$ cat src/include/sscw_pkg.sv
// sscw_pkg: constants, field layout and helpers of the serial control word block
// assumes: compiled before every other file of the block
package sscw_pkg;
  localparam int unsigned WORD_W   = 16;
  localparam int unsigned TRQ_LSB  = 0;
  localparam int unsigned DCYB_LSB = 2;
  localparam int unsigned CURB_LSB = 4;
  localparam int unsigned PHB_BIT  = 8;
  localparam int unsigned DCYA_LSB = 9;
  localparam int unsigned CURA_LSB = 11;
  localparam int unsigned PHA_BIT  = 15;
  localparam logic [15:0] WORD_RST = 16'h0000;
  localparam logic [15:0] DTAB_RST = 16'hFDA0;
  localparam logic [3:0]  CUR_OFF  = 4'h0;
  localparam logic [6:0]  PCT_100  = 7'h64;
  localparam logic [6:0]  PCT_85   = 7'h55;
  localparam logic [6:0]  PCT_70   = 7'h46;
  localparam logic [6:0]  PCT_50   = 7'h32;
  localparam int unsigned NPIN      = 8;
  localparam int unsigned PIN_SCLK  = 0;
  localparam int unsigned PIN_SDAT  = 1;
  localparam int unsigned PIN_STB   = 2;
  localparam int unsigned PIN_RSTN  = 3;
  localparam int unsigned PIN_LSOK  = 4;
  localparam int unsigned PIN_MSOK  = 5;
  localparam int unsigned PIN_TSD   = 6;
  localparam int unsigned PIN_OCS   = 7;
  localparam logic [7:0]  PIN_RST   = 8'h00;
  localparam int unsigned ADDR_W    = 4;
  localparam logic [3:0]  A_LATCH   = 4'h0;
  localparam logic [3:0]  A_SHIFT   = 4'h4;
  localparam logic [3:0]  A_STAT    = 4'h8;
  localparam logic [3:0]  A_DTAB    = 4'hC;
  localparam int unsigned ST_UVL    = 0;
  localparam int unsigned ST_UVM    = 1;
  localparam int unsigned ST_THERM  = 2;
  localparam int unsigned ST_OC     = 3;
  localparam int unsigned ST_PUMP   = 4;
  localparam int unsigned ST_RSTPIN = 5;
  localparam logic [1:0]  RESP_OKAY = 2'h0;
  localparam logic [1:0]  RESP_DEC  = 2'h3;

  function automatic logic [6:0] torque_pct(input logic [1:0] t);
    unique case (t)
      2'h3:    torque_pct = PCT_100;
      2'h2:    torque_pct = PCT_85;
      2'h1:    torque_pct = PCT_70;
      default: torque_pct = PCT_50;
    endcase
  endfunction : torque_pct

  function automatic logic [3:0] decay_entry(input logic [15:0] tab, input logic [1:0] sel);
    decay_entry = tab[{sel, 2'h0} +: 4];
  endfunction : decay_entry
endpackage : sscw_pkg

$ cat src/include/sscw_word_if.sv
// sscw_word_if: synchronised serial pins and word state between top and shifter
// assumes: all signals live in the aclk domain
`timescale 1ns/10ps
`default_nettype none
interface sscw_word_if;
  logic        sclk;
  logic        sdat;
  logic        stb;
  logic        clr;
  logic        hold;
  logic [15:0] shift_word;
  logic [15:0] latched_word;
  logic        latch_evt;
  modport shifter (input sclk, sdat, stb, clr, hold,
                   output shift_word, latched_word, latch_evt);
  modport ctrl (output sclk, sdat, stb, clr, hold,
                input shift_word, latched_word, latch_evt);
endinterface : sscw_word_if
`default_nettype wire

$ cat src/rtl/sscw_top.sv
// sscw_top: serial control word decode, protection and AXI4-Lite status block
// assumes: pins are asynchronous to aclk; an AXI4-Lite master on aclk
`timescale 1ns/10ps
`default_nettype none
module sscw_top
  import sscw_pkg::*;
#(
  parameter int unsigned SYNC_STAGES = 2
)(
  input  wire logic              aclk,
  input  wire logic              aresetn,
  input  wire logic [ADDR_W-1:0] s_axi_awaddr,
  input  wire logic              s_axi_awvalid,
  output logic                   s_axi_awready,
  input  wire logic [31:0]       s_axi_wdata,
  input  wire logic [3:0]        s_axi_wstrb,
  input  wire logic              s_axi_wvalid,
  output logic                   s_axi_wready,
  output logic [1:0]             s_axi_bresp,
  output logic                   s_axi_bvalid,
  input  wire logic              s_axi_bready,
  input  wire logic [ADDR_W-1:0] s_axi_araddr,
  input  wire logic              s_axi_arvalid,
  output logic                   s_axi_arready,
  output logic [31:0]            s_axi_rdata,
  output logic [1:0]             s_axi_rresp,
  output logic                   s_axi_rvalid,
  input  wire logic              s_axi_rready,
  input  wire logic              serial_clock_pair_one,
  input  wire logic              serial_in_pair_one,
  input  wire logic              latch_pulse_pair_one,
  input  wire logic              motor_reset_n,
  input  wire logic              logic_supply_ok,
  input  wire logic              motor_supply_ok,
  input  wire logic              thermal_shutdown,
  input  wire logic              overcurrent_shutdown,
  output logic                   phase_a_true,
  output logic                   phase_a_comp,
  output logic                   phase_b_true,
  output logic                   phase_b_comp,
  output logic [3:0]             phase_a_current,
  output logic [3:0]             phase_b_current,
  output logic [3:0]             phase_a_decay,
  output logic [3:0]             phase_b_decay,
  output logic [6:0]             torque_pct_out,
  output logic                   charge_pump_run
);
  if (SYNC_STAGES < 2) begin : g_bad_sync
    $error("SYNC_STAGES must be at least 2");
  end

  sscw_word_if lk ();

  logic [NPIN-1:0] sync_q [SYNC_STAGES];
  logic [NPIN-1:0] pins_s;
  logic            rst_pin_q;
  logic            therm_q;
  logic            oc_q;
  logic            uv_logic;
  logic            uv_motor;
  logic            rst_pin_low;
  logic            rst_rise;
  logic            clr;
  logic            hold;
  logic            off;
  logic [15:0]     word;
  logic [15:0]     dtab_q;

  // pin synchroniser
  always_ff @(posedge aclk) begin
    if (!aresetn) begin
      for (int i = 0; i < SYNC_STAGES; i++) sync_q[i] <= PIN_RST;
    end else begin
      sync_q[0] <= {overcurrent_shutdown, thermal_shutdown, motor_supply_ok,
                    logic_supply_ok, motor_reset_n, latch_pulse_pair_one,
                    serial_in_pair_one, serial_clock_pair_one};
      for (int i = 1; i < SYNC_STAGES; i++) sync_q[i] <= sync_q[i-1];
    end
  end
  assign pins_s = sync_q[SYNC_STAGES-1];

  assign uv_logic    = ~pins_s[PIN_LSOK];
  assign uv_motor    = ~pins_s[PIN_MSOK];
  assign rst_pin_low = ~pins_s[PIN_RSTN];
  assign rst_rise    = ~rst_pin_q & pins_s[PIN_RSTN];
  assign clr         = rst_pin_low | uv_logic | uv_motor;
  assign hold        = therm_q | oc_q;
  assign off         = clr | hold;
  assign word        = lk.latched_word;

  assign lk.sclk = pins_s[PIN_SCLK];
  assign lk.sdat = pins_s[PIN_SDAT];
  assign lk.stb  = pins_s[PIN_STB];
  assign lk.clr  = clr;
  assign lk.hold = hold;

  sscw_shift u_shift (
    .aclk    (aclk),
    .aresetn (aresetn),
    .lk      (lk.shifter)
  );

  always_ff @(posedge aclk) begin
    if (!aresetn) rst_pin_q <= 1'b0;
    else rst_pin_q <= pins_s[PIN_RSTN];
  end

  // thermal fault held until reset pin rises
  always_ff @(posedge aclk) begin
    if (!aresetn) therm_q <= 1'b0;
    else if (pins_s[PIN_TSD]) therm_q <= 1'b1;
    else if (rst_rise) therm_q <= 1'b0;
  end

  // overcurrent trip held until reset pin is low
  always_ff @(posedge aclk) begin
    if (!aresetn) oc_q <= 1'b0;
    else if (pins_s[PIN_OCS]) oc_q <= 1'b1;
    else if (rst_pin_low) oc_q <= 1'b0;
  end

  // AXI4-Lite write side
  logic              aw_ok_q;
  logic              w_ok_q;
  logic [ADDR_W-1:0] aw_addr_q;
  logic [31:0]       w_data_q;
  logic [3:0]        w_strb_q;
  logic              wr_fire;
  logic              wr_hit;

  assign wr_fire = aw_ok_q && w_ok_q && !s_axi_bvalid;
  assign wr_hit  = (aw_addr_q == A_LATCH) || (aw_addr_q == A_SHIFT) ||
                   (aw_addr_q == A_STAT) || (aw_addr_q == A_DTAB);

  always_ff @(posedge aclk) begin
    if (!aresetn) begin
      aw_ok_q       <= 1'b0;
      aw_addr_q     <= '0;
      s_axi_awready <= 1'b0;
    end else if (s_axi_awvalid && s_axi_awready) begin
      aw_ok_q       <= 1'b1;
      aw_addr_q     <= s_axi_awaddr;
      s_axi_awready <= 1'b0;
    end else if (wr_fire) begin
      aw_ok_q <= 1'b0;
    end else if (!aw_ok_q && !s_axi_bvalid) begin
      s_axi_awready <= 1'b1;
    end
  end

  always_ff @(posedge aclk) begin
    if (!aresetn) begin
      w_ok_q       <= 1'b0;
      w_data_q     <= '0;
      w_strb_q     <= '0;
      s_axi_wready <= 1'b0;
    end else if (s_axi_wvalid && s_axi_wready) begin
      w_ok_q       <= 1'b1;
      w_data_q     <= s_axi_wdata;
      w_strb_q     <= s_axi_wstrb;
      s_axi_wready <= 1'b0;
    end else if (wr_fire) begin
      w_ok_q <= 1'b0;
    end else if (!w_ok_q && !s_axi_bvalid) begin
      s_axi_wready <= 1'b1;
    end
  end

  always_ff @(posedge aclk) begin
    if (!aresetn) begin
      s_axi_bvalid <= 1'b0;
      s_axi_bresp  <= RESP_OKAY;
    end else if (wr_fire) begin
      s_axi_bvalid <= 1'b1;
      s_axi_bresp  <= wr_hit ? RESP_OKAY : RESP_DEC;
    end else if (s_axi_bready) begin
      s_axi_bvalid <= 1'b0;
    end
  end

  // decay table, software writable while running
  always_ff @(posedge aclk) begin
    if (!aresetn || uv_logic) begin
      dtab_q <= DTAB_RST;
    end else if (wr_fire && aw_addr_q == A_DTAB && !off) begin
      if (w_strb_q[0]) dtab_q[7:0] <= w_data_q[7:0];
      if (w_strb_q[1]) dtab_q[15:8] <= w_data_q[15:8];
    end
  end

  // AXI4-Lite read side
  logic [31:0] rd_word;
  logic        rd_hit;
  always_comb begin
    rd_word = '0;
    rd_hit  = 1'b1;
    unique case (s_axi_araddr)
      A_LATCH: rd_word[15:0] = word;
      A_SHIFT: rd_word[15:0] = lk.shift_word;
      A_STAT: begin
        rd_word[ST_UVL]    = uv_logic;
        rd_word[ST_UVM]    = uv_motor;
        rd_word[ST_THERM]  = therm_q;
        rd_word[ST_OC]     = oc_q;
        rd_word[ST_PUMP]   = charge_pump_run;
        rd_word[ST_RSTPIN] = pins_s[PIN_RSTN];
      end
      A_DTAB:  rd_word[15:0] = dtab_q;
      default: rd_hit = 1'b0;
    endcase
  end

  always_ff @(posedge aclk) begin
    if (!aresetn) begin
      s_axi_arready <= 1'b0;
      s_axi_rvalid  <= 1'b0;
      s_axi_rdata   <= '0;
      s_axi_rresp   <= RESP_OKAY;
    end else if (s_axi_arvalid && s_axi_arready) begin
      s_axi_arready <= 1'b0;
      s_axi_rvalid  <= 1'b1;
      s_axi_rdata   <= rd_word;
      s_axi_rresp   <= rd_hit ? RESP_OKAY : RESP_DEC;
    end else if (s_axi_rvalid) begin
      if (s_axi_rready) s_axi_rvalid <= 1'b0;
    end else begin
      s_axi_arready <= 1'b1;
    end
  end

  // charge pump enable
  always_ff @(posedge aclk) begin
    if (!aresetn) charge_pump_run <= 1'b0;
    else charge_pump_run <= ~off;
  end

  // word decode to phase drive
  logic [3:0] cur_a;
  logic [3:0] cur_b;
  assign cur_a = word[CURA_LSB +: 4];
  assign cur_b = word[CURB_LSB +: 4];

  always_ff @(posedge aclk) begin
    if (!aresetn || off) begin
      phase_a_true    <= 1'b0;
      phase_a_comp    <= 1'b0;
      phase_b_true    <= 1'b0;
      phase_b_comp    <= 1'b0;
      phase_a_current <= CUR_OFF;
      phase_b_current <= CUR_OFF;
      phase_a_decay   <= '0;
      phase_b_decay   <= '0;
      torque_pct_out  <= '0;
    end else begin
      phase_a_current <= cur_a;
      phase_b_current <= cur_b;
      phase_a_decay   <= decay_entry(dtab_q, word[DCYA_LSB +: 2]);
      phase_b_decay   <= decay_entry(dtab_q, word[DCYB_LSB +: 2]);
      torque_pct_out  <= torque_pct(word[TRQ_LSB +: 2]);
      phase_a_true    <= (cur_a != CUR_OFF) && word[PHA_BIT];
      phase_a_comp    <= (cur_a != CUR_OFF) && !word[PHA_BIT];
      phase_b_true    <= (cur_b != CUR_OFF) && word[PHB_BIT];
      phase_b_comp    <= (cur_b != CUR_OFF) && !word[PHB_BIT];
    end
  end

  a_pump_halt: assert property (@(posedge aclk) disable iff (!aresetn)
    off |=> !charge_pump_run) else $error("charge pump ran during reset or fault");
  a_outputs_off: assert property (@(posedge aclk) disable iff (!aresetn)
    off |=> !phase_a_true && !phase_a_comp && !phase_b_true && !phase_b_comp)
    else $error("outputs driven during reset or fault");
  a_zero_current: assert property (@(posedge aclk) disable iff (!aresetn)
    (!off && cur_b == CUR_OFF) |=> !phase_b_true && !phase_b_comp)
    else $error("zero current phase not off");
  a_phase_pol: assert property (@(posedge aclk) disable iff (!aresetn)
    (!off && cur_a != CUR_OFF) |=> (phase_a_true == $past(word[PHA_BIT]))
                                    && (phase_a_comp == !$past(word[PHA_BIT])))
    else $error("phase polarity wrong");
  a_torque_map: assert property (@(posedge aclk) disable iff (!aresetn)
    (!off && word[1:0] == 2'h2) |=> torque_pct_out == PCT_85)
    else $error("torque ratio wrong");
  a_decay_pick: assert property (@(posedge aclk) disable iff (!aresetn)
    (!off && word[DCYB_LSB +: 2] == 2'h1 && dtab_q == DTAB_RST) |=> phase_b_decay == 4'hA)
    else $error("decay entry wrong");
  a_oc_sticky: assert property (@(posedge aclk) disable iff (!aresetn)
    (oc_q && !rst_pin_low) |=> oc_q) else $error("overcurrent trip released early");
  a_fault_or: assert property (@(posedge aclk) disable iff (!aresetn)
    (pins_s[PIN_TSD] || pins_s[PIN_OCS]) |=> hold ##1 !charge_pump_run)
    else $error("single fault did not stop block");
  a_table_uv: assert property (@(posedge aclk) disable iff (!aresetn)
    uv_logic |=> dtab_q == DTAB_RST) else $error("table not restored on undervoltage");
  a_sync_lag: assert property (@(posedge aclk) disable iff (!aresetn)
    $rose(pins_s[PIN_TSD]) |-> $past(sync_q[0][PIN_TSD], 1))
    else $error("fault pin skipped synchroniser");
  c_run: cover property (@(posedge aclk) disable iff (!aresetn) phase_a_true && phase_b_comp);
  c_oc_trip: cover property (@(posedge aclk) disable iff (!aresetn) $rose(oc_q));
  c_tab_write: cover property (@(posedge aclk) disable iff (!aresetn)
    wr_fire && aw_addr_q == A_DTAB);
endmodule : sscw_top
`default_nettype wire

$ cat src/rtl/sscw_shift.sv
// sscw_shift: serial shift register and output latch of the control word
// assumes: pin levels on the interface are already synchronised to aclk
`timescale 1ns/10ps
`default_nettype none
module sscw_shift
  import sscw_pkg::*;
(
  input wire logic    aclk,
  input wire logic    aresetn,
  sscw_word_if.shifter lk
);
  logic        sclk_q;
  logic        stb_q;
  logic        dbit_q;
  logic        evt_q;
  logic [15:0] sh_q;
  logic [15:0] lat_q;
  logic        fall;
  logic        rise;
  logic        stb_rise;

  assign fall     = sclk_q & ~lk.sclk;
  assign rise     = ~sclk_q & lk.sclk;
  assign stb_rise = ~stb_q & lk.stb;
  assign lk.shift_word   = sh_q;
  assign lk.latched_word = lat_q;
  assign lk.latch_evt    = evt_q;

  // edge trackers
  always_ff @(posedge aclk) begin
    if (!aresetn) begin
      sclk_q <= 1'b0;
      stb_q  <= 1'b0;
    end else begin
      sclk_q <= lk.sclk;
      stb_q  <= lk.stb;
    end
  end

  // data captured on falling clock
  always_ff @(posedge aclk) begin
    if (!aresetn) dbit_q <= 1'b0;
    else if (fall) dbit_q <= lk.sdat;
  end

  // shift right so the first bit ends in bit 0
  always_ff @(posedge aclk) begin
    if (!aresetn || lk.clr) sh_q <= WORD_RST;
    else if (rise && !lk.hold) sh_q <= {dbit_q, sh_q[15:1]};
  end

  // output latch
  always_ff @(posedge aclk) begin
    if (!aresetn || lk.clr) begin
      lat_q <= WORD_RST;
      evt_q <= 1'b0;
    end else begin
      evt_q <= stb_rise && !lk.hold;
      if (stb_rise && !lk.hold) lat_q <= sh_q;
    end
  end

  a_shift_hold: assert property (@(posedge aclk) disable iff (!aresetn)
    (!rise && !lk.clr) |=> $stable(sh_q)) else $error("shift register moved without clock");
  a_shift_order: assert property (@(posedge aclk) disable iff (!aresetn)
    (rise && !lk.hold && !lk.clr) |=> (sh_q == {$past(dbit_q), $past(sh_q[15:1])}))
    else $error("shift order wrong");
  a_latch_take: assert property (@(posedge aclk) disable iff (!aresetn)
    (stb_rise && !lk.hold && !lk.clr) |=> (lat_q == $past(sh_q)) && evt_q)
    else $error("strobe did not latch word");
  a_latch_keep: assert property (@(posedge aclk) disable iff (!aresetn)
    (!stb_rise && !lk.clr) |=> $stable(lat_q)) else $error("latch changed without strobe");
  a_clear_shift: assert property (@(posedge aclk) disable iff (!aresetn)
    lk.clr |=> (sh_q == WORD_RST)) else $error("shift register not cleared");
  c_latch: cover property (@(posedge aclk) disable iff (!aresetn) evt_q);
endmodule : sscw_shift
`default_nettype wire

$ cat config.mk
export PLATFORM = sky130hd
export DESIGN_NAME = sscw_top
export DESIGN_NICKNAME = d
export VERILOG_FILES = /design/src/include/sscw_pkg.sv /design/src/include/sscw_word_if.sv /design/src/rtl/sscw_top.sv /design/src/rtl/sscw_shift.sv
export SDC_FILE = /design/constraint.sdc
export NUM_CORES = 1
export LEC_CHECK = 0
export BUFFER_PORTS_ARGS = -buffer_cell sky130_fd_sc_hd__buf_4
export CORE_MARGIN = 4
export CORE_UTILIZATION = 56
export CTS_BUF_LIST = sky130_fd_sc_hd__clkbuf_4
export DETAILED_ROUTE_END_ITERATION = 6
export HOLD_SLACK_MARGIN = 0.03
export PLACE_DENSITY = 0.83
export SLEW_MARGIN = 5
export SYNTH_ARGS = -nofsm -noshare
export SYNTH_HDL_FRONTEND = slang
export SYNTH_SLANG_ARGS = --single-unit
$ cat constraint.sdc
create_clock -name aclk -period 2.6 [get_ports aclk]
set_clock_uncertainty 0.05 [all_clocks]
set_input_delay 0.26 -clock aclk [delete_from_list [all_inputs] [get_ports aclk]]
set_output_delay 0.26 -clock aclk [all_outputs]
set_load 0.05 [all_outputs]
==> impl_metrics.json <==
{
  "final_cell_mix": "dfxtp_1, nand2_1, buf_4, dlygate4sd3_1, and2_1",
  "hold_depth": 3,
  "dpl_cell_area_um2": 6230,
  "areaGrowthSynthToFinish_pct": 24.9,
  "synthCells": 566,
  "reg2reg_from": "oc_q",
  "ir_drop_uv": 360,
  "grt_use_met1": 0.284,
  "critPathBufInv": 0,
  "placementRows": 36,
  "reg2reg_to": "dtab_q[10]",
  "drc": 0,
  "async_reset_ff_frac": 0,
  "grt_start_max_net_pins": 33,
  "slew_headroom": 0.494,
  "cts-hold-fix-buffers": 40,
  "synth_seq_cells": 143,
  "r2r_slack_ns": 0.55,
  "routedWlPerCell_um": 15.6,
  "grt_pass1_vias": 4483,
  "drt_iter0_markers": 193,
  "worstSkewPairLatency_ns": 0.51,
  "cp_top_family": "simple AND/OR/NAND/NOR gates",
  "arrival_ns": 2.45,
  "synth_top_area_frac": 0.518,
  "drive_above_1_share": 0.213,
  "cts_resized": 0,
  "powerDensity_nw_per_um2": 579,
  "fin_setup_tns_ns": 0,
  "status": "finished, final reports clean",
  "vias": 4413,
  "drv_cap": 0,
  "holdCritPathClass": "input pin to flop",
  "period_share": 0.790,
  "root_buffer": "clkbuf_4",
  "nNetsFinal": 750,
  "critical_path_class": "flop to flop",
  "worstRegToRegCells": 3,
  "synth.avg_cell_area_um2": 9.77,
  "drt_first_pass_iters": 5,
  "yosysWarnings": 0,
  "period_needed_ns": 2.05,
  "setup_viol": 0,
  "rsz0062_at_grt": "no",
  "post-cts-setup-buffer-count": 0,
  "cts_tree": "done",
  "die_h_um": 107,
  "gr-usage-met3": 0.0528,
  "syn_area_um2": 5530,
  "final_util": 0.714,
  "cts-root-to-sink-buffers": 2,
  "initial_core_util": 0.571,
  "ant_nets": 0,
  "end_kind": "flop",
  "crit_fanout": 8,
  "required_ns": 3.00,
  "numCtsBuffers": 17,
  "synth_area_leaders": "dfxtp_1, nand2_1, mux4_2",
  "synth_top_area_cell": "dfxtp_1",
  "gp_congestion": 0.859,
  "wl_mm": 13.0,
  "dp_hpwl_mm": 8.66,
  "design_area_um2": 6910,
  "tightest_slew_ns": 0.753,
  "finalHoldViolCount": 0,
  "clock.fmax_ghz": 0.487,
  "cp_slowest_stage_delay_ns": 0.66,
  "layout_commonest_cell": "dfxtp_1",
  "maxSlewViolCount": 0,
  "hold_path_end": "s_axi_rvalid",
  "core_um2": 9680,
  "gr-max-usage-layer": "met2",
  "crit_chain": "or4_4 > nor4_4 > mux2i_1",
  "grt_pass1_wl_mm": 21.4,
  "overflow": 0,
  "io_pins": 128,
  "synth_edf_count": 0,
  "yosysSeqAreaShare": 0.518,
  "cts.sinks": 143,
  "die_w_um": 107,
  "grt_use_total": 0.233,
  "crit_path_top_delay_cell": "nor4_4",
  "insertedDiodeCount": 0,
  "cts_max_level": 4,
  "pre_cts_slack_ns": 0.523,
  "power_leakage_nw": 2.67,
  "antenna_found_initial": 0,
  "portBuffers": 92,
  "yosysUniqueCellTypes": 36,
  "worst_slack_ns": 0.545,
  "synth_flop_cell": "dfxtp_1",
  "viasPerCell": 5.29,
  "setup.worst_path.start_class": "flop",
  "cts.clk_slew.worst_paths_ns": 0.13,
  "dieArea_um2": 11500,
  "hp-start": "s_axi_arvalid",
  "use_met2": 0.407
}
## layer usage
| layer | vias to the layer above | share of wire |
|---|---|---|
| li1 | 2135 | - |
| met1 | 2070 | 0.40 |
| met2 | 189 | 0.51 |
| met3 | 19 | 0.071 |
| met4 | 0 | 0.016 |
| met5 | - | 0 |
## registers in the layout (all words and copies together) (netlist names), 2 cells and up
name,count
phase_b_decay,4
phase_b_current,4
u_shift.lk.latched_word,16
sync_q,16
u_shift.lk.shift_word,16
phase_a_current,4
torque_pct_out,5
w_data_q,16
aw_addr_q,4
w_strb_q,2
dtab_q,16
s_axi_rdata,16
phase_a_decay,4
## report_power, final
group / leakage, nW / switching (mW) / internal (mW) / total, mW
clock: 0.136 / 0.788 / 0.579 / 1.37
sequential: 1.16 / 0.0338 / 2.23 / 2.27
combinational: 1.37 / 0.218 / 0.150 / 0.368
total: 2.67 / 1.04 / 2.96 / 4.00
## layout make-up
type	count	area [um2]
clock buffer	18	135
clock inverter	14	141
fill	703	2770
inverter	9	33.8
multi-input combinational	379	2430
sequential	143	2860
tap	133	166
timing repair buffer	138	1140
## worst max path at each step
stage / from / endpoint / slack, ns / cells past startpoint
after floorplan: s_axi_bvalid / dtab_q[0] / 0.75 / 3
after CTS: oc_q / dtab_q[12] / 0.54 / 3
final: oc_q / dtab_q[10] / 0.55 / 3
after global placement: oc_q / dtab_q[11] / 0.63 / 3
after detailed placement: oc_q / dtab_q[12] / 0.52 / 3
after global routing: oc_q / dtab_q[10] / 0.44 / 3
## cells in the mapped netlist, drive strengths merged, types with 9 or more instances
cell     count
nand2      122
a21oi       34
a22o        16
mux4        14
nor2        24
inv          9
a21boi      27
dfxtp      143
o2bb2ai     10
and2        40
clkbuf      23
buf         28
mux2i       27
## kinds of logic after synthesis
logic type,synth area share
and+or+nand+nor,0.194
other,0.000678
buffers and inverters,0.0554
AOI/OAI and AO/OA,0.119
adders and majority gates,0.00679
muxes,0.107
DFF,0.518
## stage by stage
step / power, mW / hold slack (ns) / instances
detailed placement: 2.63 / 0.374 / 762
global placement: 2.62 / 0.371 / 762
finish: 4.00 / 0.0980 / 834
CTS: 4.01 / 0.0741 / 834
floorplan: 2.55 / 0.337 / 582
global route: 4.16 / 0.0825 / 834
## tightest hold or removal path: stages
cell	delay (ns)
buf_4	0.12
nand2_1	0.15
a21boi_0	0.10
(Power assumes the default switching activity.)
